==> config.mk <==
export PLATFORM = sky130hd
export DESIGN_NAME = srx_top
export DESIGN_NICKNAME = d
export VERILOG_FILES = /design/src/logic/srx_pkg.sv /design/src/logic/srx_tx_if.sv /design/src/logic/srx_tx.sv /design/src/logic/srx_top.sv
export VERILOG_INCLUDE_DIRS = /design/src /design/src/logic
export SDC_FILE = /design/constraint.sdc
export NUM_CORES = 1
export LEC_CHECK = 0
export ABC_AREA = 0
export BUFFER_PORTS_ARGS = -buffer_cell sky130_fd_sc_hd__buf_2
export CAP_MARGIN = 20
export CORE_MARGIN = 3
export CORE_UTILIZATION = 60
export CTS_CLUSTER_SIZE = 40
export DETAILED_ROUTE_END_ITERATION = 6
export HOLD_SLACK_MARGIN = 0.06
export PLACE_DENSITY = 0.78
export SYNTH_ARGS = -nofsm -noshare
export SYNTH_HDL_FRONTEND = slang
export SYNTH_HIERARCHICAL = 1
export SYNTH_SLANG_ARGS = --single-unit
==> constraint.sdc <==
create_clock -name CLK -period 3.9 [get_ports CLK]
set_input_delay 0.195 -clock CLK [delete_from_list [all_inputs] [get_ports CLK]]
set_output_delay 0.195 -clock CLK [all_outputs]
set_load 0.01 [all_outputs]
==> src/logic/srx_regs.svh <==
// Register offsets, field positions, reset values and timing of the serial unit
`ifndef SRX_REGS_SVH
`define SRX_REGS_SVH
`define SRX_OFS_BDH    3'h0
`define SRX_OFS_BDL    3'h1
`define SRX_OFS_CR1    3'h2
`define SRX_OFS_CR2    3'h3
`define SRX_OFS_SR1    3'h4
`define SRX_OFS_SR2    3'h5
`define SRX_OFS_DRL    3'h7
`define SRX_SR1_TDRE   7
`define SRX_SR1_TC     6
`define SRX_SR1_RECEIVE_FULL_FLAG   5
`define SRX_SR1_OVR    3
`define SRX_SR1_FE     1
`define SRX_SR1_PF     0
`define SRX_SR2_ALTERNATE_MAP_SELECT   7
`define SRX_SR2_TRANSMIT_POLARITY  4
`define SRX_CR1_PE     1
`define SRX_CR1_PT     0
`define SRX_CR2_TE     3
`define SRX_CR2_RE     2
`define SRX_ACR2_IR    0
`define SRX_EV_RX      0
`define SRX_EV_FE      1
`define SRX_EV_PF      2
`define SRX_EV_OVR     3
`define SRX_BD_RST     13'h0004
`define SRX_SUB_MID    4'h7
`define SRX_SUB_LAST   4'hf
`define SRX_IR_FIRST   4'h6
`define SRX_IR_LAST    4'h8
`endif

==> src/logic/srx_pkg.sv <==
// Types shared by the serial unit modules
package srx_pkg;
  typedef enum logic [2:0] {ST_IDLE, ST_START, ST_DATA, ST_PAR, ST_STOP} srx_st_e;

  typedef struct packed {
    srx_st_e    st;
    logic [3:0] sub;
    logic [2:0] bits;
    logic [7:0] shift;
    logic       par;
    logic       line;
  } srx_tx_s;

  typedef struct packed {
    logic        rx_s0;
    logic        rx_s1;
    logic [12:0] bd;
    logic [7:0]  cr1;
    logic [7:0]  cr2;
    logic        alternate_map_select;
    logic        transmit_polarity;
    logic        ir;
    logic [3:0]  mask;
    logic [3:0]  evt;
    logic [12:0] div;
    logic        tick;
    srx_st_e     st;
    logic [3:0]  sub;
    logic [2:0]  bits;
    logic [7:0]  shift;
    logic        par;
    logic [7:0]  rdr;
    logic        receive_full_flag;
    logic        ovr;
    logic        fe;
    logic        pf;
    logic        armed;
    logic [7:0]  tdr;
    logic        tdre;
    logic        tc;
    logic        load;
    logic [7:0]  rdata;
    logic        irq;
    logic        txd;
  } srx_top_s;
endpackage

==> src/logic/srx_tx_if.sv <==
// Link between the register block and the transmit encoder
`timescale 1ns/1ps
interface srx_tx_if (
  input wire logic clk,
  input wire logic rst_n
);
  logic       ce;
  logic       tick;
  logic       load;
  logic [7:0] data;
  logic       pe;
  logic       pt;
  logic       pol;
  logic       ir;
  logic       busy;
  logic       line;
  modport ctl (input clk, rst_n, busy, line, output ce, tick, load, data, pe, pt, pol, ir);
  modport tx (input clk, rst_n, ce, tick, load, data, pe, pt, pol, ir, output busy, line);
endinterface

==> src/logic/srx_tx.sv <==
// Transmit encoder: framing, parity, NRZ or infrared pulse shaping, polarity
`timescale 1ns/1ps
`include "srx_regs.svh"
module srx_tx (
  srx_tx_if.tx bus
);
  srx_pkg::srx_tx_s q;
  srx_pkg::srx_tx_s d;
  logic             cur;
  logic             pulse;

  always_comb begin
    d = q;
    case (q.st)
      srx_pkg::ST_START: cur = 1'b0;
      srx_pkg::ST_DATA:  cur = q.shift[0];
      srx_pkg::ST_PAR:   cur = q.par;
      default:           cur = 1'b1;
    endcase
    pulse = (q.st != srx_pkg::ST_IDLE) && !cur &&
            (q.sub >= `SRX_IR_FIRST) && (q.sub <= `SRX_IR_LAST);
    if (bus.ce) begin
      if (q.st == srx_pkg::ST_IDLE) begin
        if (bus.load) begin
          d.st    = srx_pkg::ST_START;
          d.sub   = 4'h0;
          d.shift = bus.data;
          d.par   = (^bus.data) ^ bus.pt;
        end
      end else if (bus.tick) begin
        d.sub = q.sub + 4'h1;
        if (q.sub == `SRX_SUB_LAST) begin
          unique case (q.st)
            srx_pkg::ST_START: begin
              d.st   = srx_pkg::ST_DATA;
              d.bits = 3'h0;
            end
            srx_pkg::ST_DATA: begin
              d.shift = {1'b0, q.shift[7:1]};
              d.bits  = q.bits + 3'h1;
              if (q.bits == 3'h7) begin
                d.st = bus.pe ? srx_pkg::ST_PAR : srx_pkg::ST_STOP;
              end
            end
            srx_pkg::ST_PAR: d.st = srx_pkg::ST_STOP;
            default:         d.st = srx_pkg::ST_IDLE;
          endcase
        end
      end
      // Pulse only for a zero; a one leaves the line at its idle level
      d.line = bus.ir ? (pulse ^ bus.pol) : (cur ^ bus.pol);
    end
    if (!bus.rst_n) begin
      d      = '0;
      d.line = 1'b1;
    end
  end

  always_ff @(posedge bus.clk) begin
    q <= d;
  end

  assign bus.busy = (q.st != srx_pkg::ST_IDLE);
  assign bus.line = q.line;
endmodule

==> src/logic/srx_top.sv <==
// Serial unit: register file, receiver with error flags, transmitter control
`timescale 1ns/1ps
`include "srx_regs.svh"
// Summary of operation
// - A zero sampled at the stop position sets the framing error flag.
// - Framing error rises with receive-full, never on an overrun character.
// - While framing error stands, no new reception starts.
// - Status one read with flag set, then data low read, clears framing error.
// - Enabled parity mismatching the selected type sets the parity error flag.
// - Parity error rises with receive-full, never on an overrun character.
// - Status one read then data low read clears the parity error flag.
// - Alternate map bit swaps offsets 0 to 2 between baud/control and alternate set.
// - Reset leaves the alternate map off, giving the legacy arrangement.
// - NRZ: one is mark, zero is space; polarity bit swaps them.
// - Infrared normal: zero is a centred high pulse, one stays low.
// - Infrared inverted: zero is a centred low pulse, one stays high.
module srx_top (
  input  wire logic       CLK,
  input  wire logic       RST_N,
  input  wire logic       CE,
  input  wire logic [2:0] ADDR,
  input  wire logic [7:0] WDATA,
  input  wire logic       WR,
  input  wire logic       RD,
  input  wire logic       RXD,
  output logic      [7:0] RDATA,
  output logic            TXD,
  output logic            IRQ
);
  srx_pkg::srx_top_s q;
  srx_pkg::srx_top_s d;
  logic              samp;
  logic              char_done;
  logic              frame_bad;
  logic              par_bad;
  logic              rd_sr1;
  logic              rd_drl;
  logic              clr_ok;
  logic              ovr_hit;

  srx_tx_if txi (.clk(CLK), .rst_n(RST_N));

  srx_tx u_tx (
    .bus(txi)
  );

  // ****************************************************************
  // Register read decode
  // ****************************************************************
  function automatic logic [7:0] reg_read(input logic [2:0] a, input srx_pkg::srx_top_s s);
    logic [7:0] r;
    r = 8'h00;
    case (a)
      `SRX_OFS_BDH: r = s.alternate_map_select ? {4'h0, s.evt} : {3'h0, s.bd[12:8]};
      `SRX_OFS_BDL: r = s.alternate_map_select ? {4'h0, s.mask} : s.bd[7:0];
      `SRX_OFS_CR1: r = s.alternate_map_select ? {7'h00, s.ir} : s.cr1;
      `SRX_OFS_CR2: r = s.cr2;
      `SRX_OFS_SR1: begin
        r[`SRX_SR1_TDRE] = s.tdre;
        r[`SRX_SR1_TC]   = s.tc;
        r[`SRX_SR1_RECEIVE_FULL_FLAG] = s.receive_full_flag;
        r[`SRX_SR1_OVR]  = s.ovr;
        r[`SRX_SR1_FE]   = s.fe;
        r[`SRX_SR1_PF]   = s.pf;
      end
      `SRX_OFS_SR2: begin
        r[`SRX_SR2_ALTERNATE_MAP_SELECT]  = s.alternate_map_select;
        r[`SRX_SR2_TRANSMIT_POLARITY] = s.transmit_polarity;
      end
      `SRX_OFS_DRL: r = s.rdr;
      default:      r = 8'h00;
    endcase
    return r;
  endfunction

  // ****************************************************************
  // Receive events and the flag clearing sequence
  // ****************************************************************
  assign samp      = CE && q.tick && (q.sub == `SRX_SUB_MID);
  assign char_done = samp && (q.st == srx_pkg::ST_STOP);
  assign frame_bad = !q.rx_s1;
  assign par_bad   = q.cr1[`SRX_CR1_PE] && (((^q.shift) ^ q.par) != q.cr1[`SRX_CR1_PT]);
  assign rd_sr1    = CE && RD && (ADDR == `SRX_OFS_SR1);
  assign rd_drl    = CE && RD && (ADDR == `SRX_OFS_DRL);
  assign clr_ok    = rd_drl && q.armed;
  // A read that clears the full flag this cycle makes room for the new character
  assign ovr_hit   = char_done && q.receive_full_flag && !clr_ok;

  always_comb begin
    d = q;
    if (CE) begin
      d.rx_s0 = RXD;
      d.rx_s1 = q.rx_s0;

      // ************************************************************
      // Oversampling tick, sixteen per bit; a zero divisor stops it
      // ************************************************************
      d.tick = 1'b0;
      if (q.bd != 13'h0000) begin
        if (q.div >= q.bd - 13'h0001) begin
          d.div  = 13'h0000;
          d.tick = 1'b1;
        end else begin
          d.div = q.div + 13'h0001;
        end
      end

      // ************************************************************
      // Receiver
      // ************************************************************
      if (q.tick) begin
        unique case (q.st)
          srx_pkg::ST_IDLE: begin
            if (q.cr2[`SRX_CR2_RE] && !q.fe && !q.rx_s1) begin
              d.st  = srx_pkg::ST_START;
              d.sub = 4'h0;
            end
          end
          srx_pkg::ST_START: begin
            d.sub = q.sub + 4'h1;
            // A glitch shorter than half a bit is not a start bit
            if (q.sub == `SRX_SUB_MID && q.rx_s1) begin
              d.st = srx_pkg::ST_IDLE;
            end else if (q.sub == `SRX_SUB_LAST) begin
              d.st   = srx_pkg::ST_DATA;
              d.bits = 3'h0;
            end
          end
          srx_pkg::ST_DATA: begin
            d.sub = q.sub + 4'h1;
            if (q.sub == `SRX_SUB_MID) begin
              d.shift = {q.rx_s1, q.shift[7:1]};
            end
            if (q.sub == `SRX_SUB_LAST) begin
              d.bits = q.bits + 3'h1;
              if (q.bits == 3'h7) begin
                d.st = q.cr1[`SRX_CR1_PE] ? srx_pkg::ST_PAR : srx_pkg::ST_STOP;
              end
            end
          end
          srx_pkg::ST_PAR: begin
            d.sub = q.sub + 4'h1;
            if (q.sub == `SRX_SUB_MID) begin
              d.par = q.rx_s1;
            end
            if (q.sub == `SRX_SUB_LAST) begin
              d.st = srx_pkg::ST_STOP;
            end
          end
          srx_pkg::ST_STOP: begin
            d.sub = q.sub + 4'h1;
            // Back to idle at mid stop so a tight next start is not missed
            if (q.sub == `SRX_SUB_MID) begin
              d.st = srx_pkg::ST_IDLE;
            end
          end
          default: d.st = srx_pkg::ST_IDLE;
        endcase
      end

      // ************************************************************
      // Two-read clearing of the receive flags
      // ************************************************************
      if (rd_sr1 && (q.fe || q.pf || q.receive_full_flag || q.ovr)) begin
        d.armed = 1'b1;
      end
      if (clr_ok) begin
        d.armed = 1'b0;
        d.receive_full_flag  = 1'b0;
        d.fe    = 1'b0;
        d.pf    = 1'b0;
        d.ovr   = 1'b0;
      end

      // ************************************************************
      // Transmit hand-off to the encoder
      // ************************************************************
      d.load = 1'b0;
      if (!q.tdre && q.cr2[`SRX_CR2_TE] && !txi.busy && !q.load) begin
        d.load = 1'b1;
        d.tdre = 1'b1;
        d.tc   = 1'b0;
      end else if (q.tdre && !q.load && !txi.busy) begin
        d.tc = 1'b1;
      end

      // ************************************************************
      // Register writes
      // ************************************************************
      if (WR) begin
        case (ADDR)
          `SRX_OFS_BDH: begin
            if (q.alternate_map_select) begin
              d.evt = q.evt & ~WDATA[3:0];
            end else begin
              d.bd[12:8] = WDATA[4:0];
            end
          end
          `SRX_OFS_BDL: begin
            if (q.alternate_map_select) begin
              d.mask = WDATA[3:0];
            end else begin
              d.bd[7:0] = WDATA;
            end
          end
          `SRX_OFS_CR1: begin
            if (q.alternate_map_select) begin
              d.ir = WDATA[`SRX_ACR2_IR];
            end else begin
              d.cr1 = WDATA;
            end
          end
          `SRX_OFS_CR2: d.cr2 = WDATA;
          `SRX_OFS_SR2: begin
            d.alternate_map_select  = WDATA[`SRX_SR2_ALTERNATE_MAP_SELECT];
            d.transmit_polarity = WDATA[`SRX_SR2_TRANSMIT_POLARITY];
          end
          `SRX_OFS_DRL: begin
            d.tdr  = WDATA;
            d.tdre = 1'b0;
            d.tc   = 1'b0;
          end
          default: d.tdr = q.tdr;
        endcase
      end

      // ************************************************************
      // Character completion; applied last so a set beats any clear
      // ************************************************************
      if (char_done) begin
        d.evt[`SRX_EV_RX] = 1'b1;
        if (ovr_hit) begin
          d.ovr              = 1'b1;
          d.evt[`SRX_EV_OVR] = 1'b1;
        end else begin
          d.rdr  = q.shift;
          d.receive_full_flag = 1'b1;
          d.fe   = frame_bad;
          d.pf   = par_bad;
          d.evt[`SRX_EV_FE] = q.evt[`SRX_EV_FE] | frame_bad;
          d.evt[`SRX_EV_PF] = q.evt[`SRX_EV_PF] | par_bad;
        end
      end

      d.txd   = txi.line;
      d.rdata = RD ? reg_read(ADDR, q) : 8'h00;
      d.irq   = |(d.evt & d.mask);
    end
    if (!RST_N) begin
      d       = '0;
      d.rx_s0 = 1'b1;
      d.rx_s1 = 1'b1;
      d.bd    = `SRX_BD_RST;
      d.tdre  = 1'b1;
      d.tc    = 1'b1;
      d.txd   = 1'b1;
    end
  end

  always_ff @(posedge CLK) begin
    q <= d;
  end

  assign txi.ce   = CE;
  assign txi.tick = q.tick;
  assign txi.load = q.load;
  assign txi.data = q.tdr;
  assign txi.pe   = q.cr1[`SRX_CR1_PE];
  assign txi.pt   = q.cr1[`SRX_CR1_PT];
  assign txi.pol  = q.transmit_polarity;
  assign txi.ir   = q.ir;

  assign RDATA = q.rdata;
  assign TXD   = q.txd;
  assign IRQ   = q.irq;
endmodule

* Yosys cells after proc, flatten, opt, wreduce, memory -nomap -nowiden
Index checks and enable logic that the tools add are counted.
** Operators by class
- Order comparisons :: 3
- Add/sub/neg operators :: 6
- Reduce and logical (&&, ||, !) cells :: 68
- Bitwise gates (word level) :: 11
- Equality and inequality tests :: 37
- Multiplexer cells :: 71
** Operators with widths (count)
- 2-to-1 mux 40 bit :: 2
- 2-to-1 mux 8 bit :: 9
- 2-to-1 mux 3 bit :: 12
- 2-to-1 mux 4 bit :: 7
- AND reduction 4 bit :: 7
- case mux 2 bit (6 select lines) :: 2
- logical AND 1 bit :: 22
- 2-to-1 mux 7 bit :: 3
- 2-to-1 mux 5 bit :: 4
- == test 3 x 2 -> 1 bit, second input constant :: 6
- == test 3 bit, second input constant :: 6
- 2-to-1 mux 18 bit :: 1
- != test 2 bit, second input constant :: 9
- AND reduction 3 bit :: 6
- XOR reduction 8 bit :: 2
- case mux 3 bit (5 select lines) :: 1
- AND reduction 5 bit :: 3
- != test 2 x 1 -> 1 bit, second input constant :: 7
- nonzero test 2 bit :: 7
- adder 13 x 1 -> 13 bit, second input constant :: 1
- >= comparator 13 bit :: 1
- 2-to-1 mux 1 bit :: 13
- 2-to-1 mux 13 bit :: 1
- nonzero test 13 bit :: 1
- other kinds (34) :: 63
** Storage, ports and cells
- Logic and storage cells :: 233
- Output and inout bits :: 10
- Flip-flop bits (word level) :: 129

* Depth between registers and ports, before layout
- Depth in word-level cells :: 11
- Depth in mapped cells :: 13
- Gate-level depth less buffers :: 12

* Hierarchy
Netlist, hierarchy kept.
** By module, submodules not included
- srx_top :: area each 5926.9 sq um, sequential area each 2182.1 sq um, times used 1, cells an instance 679
- srx_tx :: area each 1257.5 sq um, sequential area each 400.4 sq um, times used 1, cells an instance 137

* Worst setup path before layout
No wires, ideal clock.
- Path type :: flip-flop to flip-flop
- Start :: reg q[96] in the netlist's numbering
- End :: reg q (netlist bit txi.tick)
- Arrival :: 2.947 ns
- Path slack :: 0.838 ns
- Data required time :: 3.785 ns
- Clock period less this slack :: 3.062 ns
- Stages on the path, launching flop included :: 13
- Setup time :: 0.115 ns
- Path buffers :: 1
- Path through :: dfxtp_1 or3_1 or3b_1 buf_6 and2b_2 xnor2_1 ha_1 a211o_1 a21oi_1 o21ai_0 o21ai_1 a21oi_2 o21a_1
** Between the ends
- Word-level cells in the longest chain between the ends :: 4
- Elaborated cells between the ends (all ways) :: 5
- Those cells by class :: add/sub (1); order compare (1); mux (2); reduce/logical (1)
** RTL lines
- start, declared :: line srx_top.sv:30 : srx_pkg::srx_top_s q;
- start signal, assigned :: line srx_top.sv:261 : q <= d;
- subtractor 13 x 1 -> 13 bit :: line srx_top.sv:100 : if (q.div >= q.bd - 13'h0001) begin
- >= comparator 13 bit :: line srx_top.sv:100
- 2-to-1 mux 1 bit :: line srx_top.sv:100
- 2-to-1 mux 1 bit * :: line srx_top.sv:99 : if (q.bd != 13'h0000) begin
Every way passes the cells marked *; elsewhere a longest branch is shown, timed or not.
A chain may end at the register's enable or synchronous reset.

* Worst setup path after layout
Ends and elaborated chain as after synthesis.

==> metrics.cfg <==
[drt]
dr.pass1.iters=6
ant_nets=0
wirelength_um=18000
remaining_drc_errors=0
avgRoutedWirePerCell_um=18.6
viasPerCell=6.26
drt_iter0_markers=623
num_vias=6045

[setup_path]
cp-end-kind=register
worstPathRequired_ps=4220
crit_fanout=9
crit_arrival_ps=3740
regToRegSetupSlack_ps=480
crit_type=register to register
cp-start-kind=register

[pwr]
p_leak_nw=2.91
p_total_w=0.00331
ir_drop_v=0.000353
power_density_nw_per_um2=419

[global_routing]
grt_pass1_vias=5851
grt_max_degree=71
grt_pass1_wl_um=29000
grt_util_all_layers=0.277
globalRoute.totalOverflow=0
antenna_found_initial=0

[sta]
hold_viol_final=0
rsz0062_at_grt=false
final-setup-viol-count=0
relSlewSlack=0.345
final_max_slew_viol_count=0
finalCritPeriodShare=0.878
finalSetupTns_ps=0
max_freq_ghz=0.292
hold_slack_ps=136
tightest_slew_ps=978
fin_crit_ps=3420
clock-skew-final_ps=6.23
worst_slack_ps=475

[place]
hpwlAfterDp_um=12300
routabilityCongestion=0.919
io_buffers=26
post-place-ws_ps=499

[logic_synthesis]
ys_seq_elements=129
avgSynthCellArea_um2=8.80
yosysUniqueCellTypes=76
yosysSeqAreaShare=0.359
syn_inst=816
synth.cell_area_um2=7180
synth_edf_count=0
postSynth.asyncResetShare=0
synth_flop_cell=dfxtp_1
yosys_warnings=6
syn_nets=855

[clock_network]
cts.clk_slew.worst_paths_ps=60
cts-buffers-inserted=17
clk_path_buf_depth=2
htreeDepth=4
post_cts_resized=0
clock_sinks=129
clkLatencyLatePin_ps=420
cts_setup_buffers=0
cts_tree=yes
cts_root_buf=clkbuf_16

[floorplan]
placementRows=39
start_util=0.621
ios=27
dieHeight_um=115
fp.dieArea_um2=13300
die_width_um=115
core-area_um2=11600

[final_layout]
diodes=0
syn_to_final_growth_pct=10.1
n_fill_cell=917
regArea_um2=2580
drive_gt1_frac=0.101
multi_input_area_um2=4250
nets=849

[run_status]
status=finished, final reports clean

[worst_hold_path]
min_path_type=input port to register

[run]
max-cap-violations=0

metrics by stage:
stage          cell area (um^2)   util  cells
5_1_grt                    7910  0.684    966
3_5_place_dp               7240  0.626    933
2_1_floorplan              7180      -    816
4_1_cts                    7910  0.684    966
3_3_place_gp               7240  0.626    933
6_report                   7910  0.684    966
logic make-up (layout without fill, tap and decap cells):
logic type	Yosys count	after routing	share of synthesized area
simple gates	317	317	0.237
compound gates	171	171	0.174
flops	129	129	0.359
buf+inv	74	81	0.0493
mux	66	66	0.0923
xor+xnor	36	36	0.0477
fa+ha+maj	23	23	0.0397
metal layers:
metal,up-vias,global-route usage,share of wire
met5,-,0,0
met4,0,0.112,0.031
met3,56,0.0616,0.060
met2,222,0.465,0.49
met1,2861,0.346,0.42
li1,2906,-,-
area by class of cell:
cell class                      count  share of cell area
Inverter                           18             0.00854
Clock buffer                       19              0.0573
Clock inverter                     13              0.0263
Tap cell                          143              0.0226
Timing Repair Buffer               31              0.0215
Multi-Input combinational cell    613               0.537
Sequential cell                   129               0.327
state kept, by name (all words and copies together) (netlist names), 8 cells and up:
register	count
RDATA	8
q	87
txi.data	8
u_tx/q	19
cells in the final DEF (no fill, tap or decap), types with 18 or more instances in the layout:
master	n
nor2b_1	71
nand3_1	25
a21oi_1	30
dfxtp_1	129
o21ai_0	18
xnor2_1	21
nand2_1	83
buf_2	26
ha_1	22
nor2_1	34
nand4_1	21
mux2i_1	64
a21boi_0	23
power by group:
group | total [W] | internal [W] | switching [W] | leakage (nW)
Clock | 0.00178 | 0.00117 | 0.000613 | 0.312
Combinational | 0.000180 | 0.0000676 | 0.000113 | 1.56
Sequential | 0.00135 | 0.00133 | 0.0000172 | 1.04
Total | 0.00331 | 0.00257 | 0.000743 | 2.91
critical path: stages, from the launching register on:
cell and delay, ps:
dfxtp_1 350, or3_1 400, or3b_1 520, nor3_1 220, xnor2_1 150, ha_1 280
nand4_1 130, nor4_1 80, a211oi_1 690, a21oi_2 280, o21a_1 240
final timing paths:
path	cells past startpoint	startpoint	end
worst min register to register	2	u_tx/q[9]$_SDFFE_PN0P_	u_tx/q[9]$_SDFFE_PN0P_
worst max register to register	10	q[96]$_SDFFE_PN1P_	txi.tick$_SDFFE_PN0P_
worst min-delay path	3	WDATA[7]	txi.data[7]$_SDFFE_PN0P_
worst max-delay path	10	q[96]$_SDFFE_PN1P_	txi.tick$_SDFFE_PN0P_
Yosys cell counts, types with 13 or more instances:
library cell,number,share of area
dfxtp_1,129,0.36
nand2_1,83,0.043
nor2b_1,71,0.062
mux2i_1,64,0.089
clkbuf_1,39,0.020
nor2_1,34,0.018
a21oi_1,30,0.021
nand3_1,25,0.017
a21boi_0,23,0.024
ha_1,22,0.038
nand4_1,21,0.018
xnor2_1,21,0.026
o21ai_0,18,0.013
inv_1,17,0.0089
nor3_1,13,0.0091
xor2_1,13,0.016
timing repair:
action / in CTS / in global routing
setup endpoints to repair: 0 / 0
hold endpoints to repair: 1 / 0
hold buffers: 1 / 0
(Power assumes the default switching activity.)
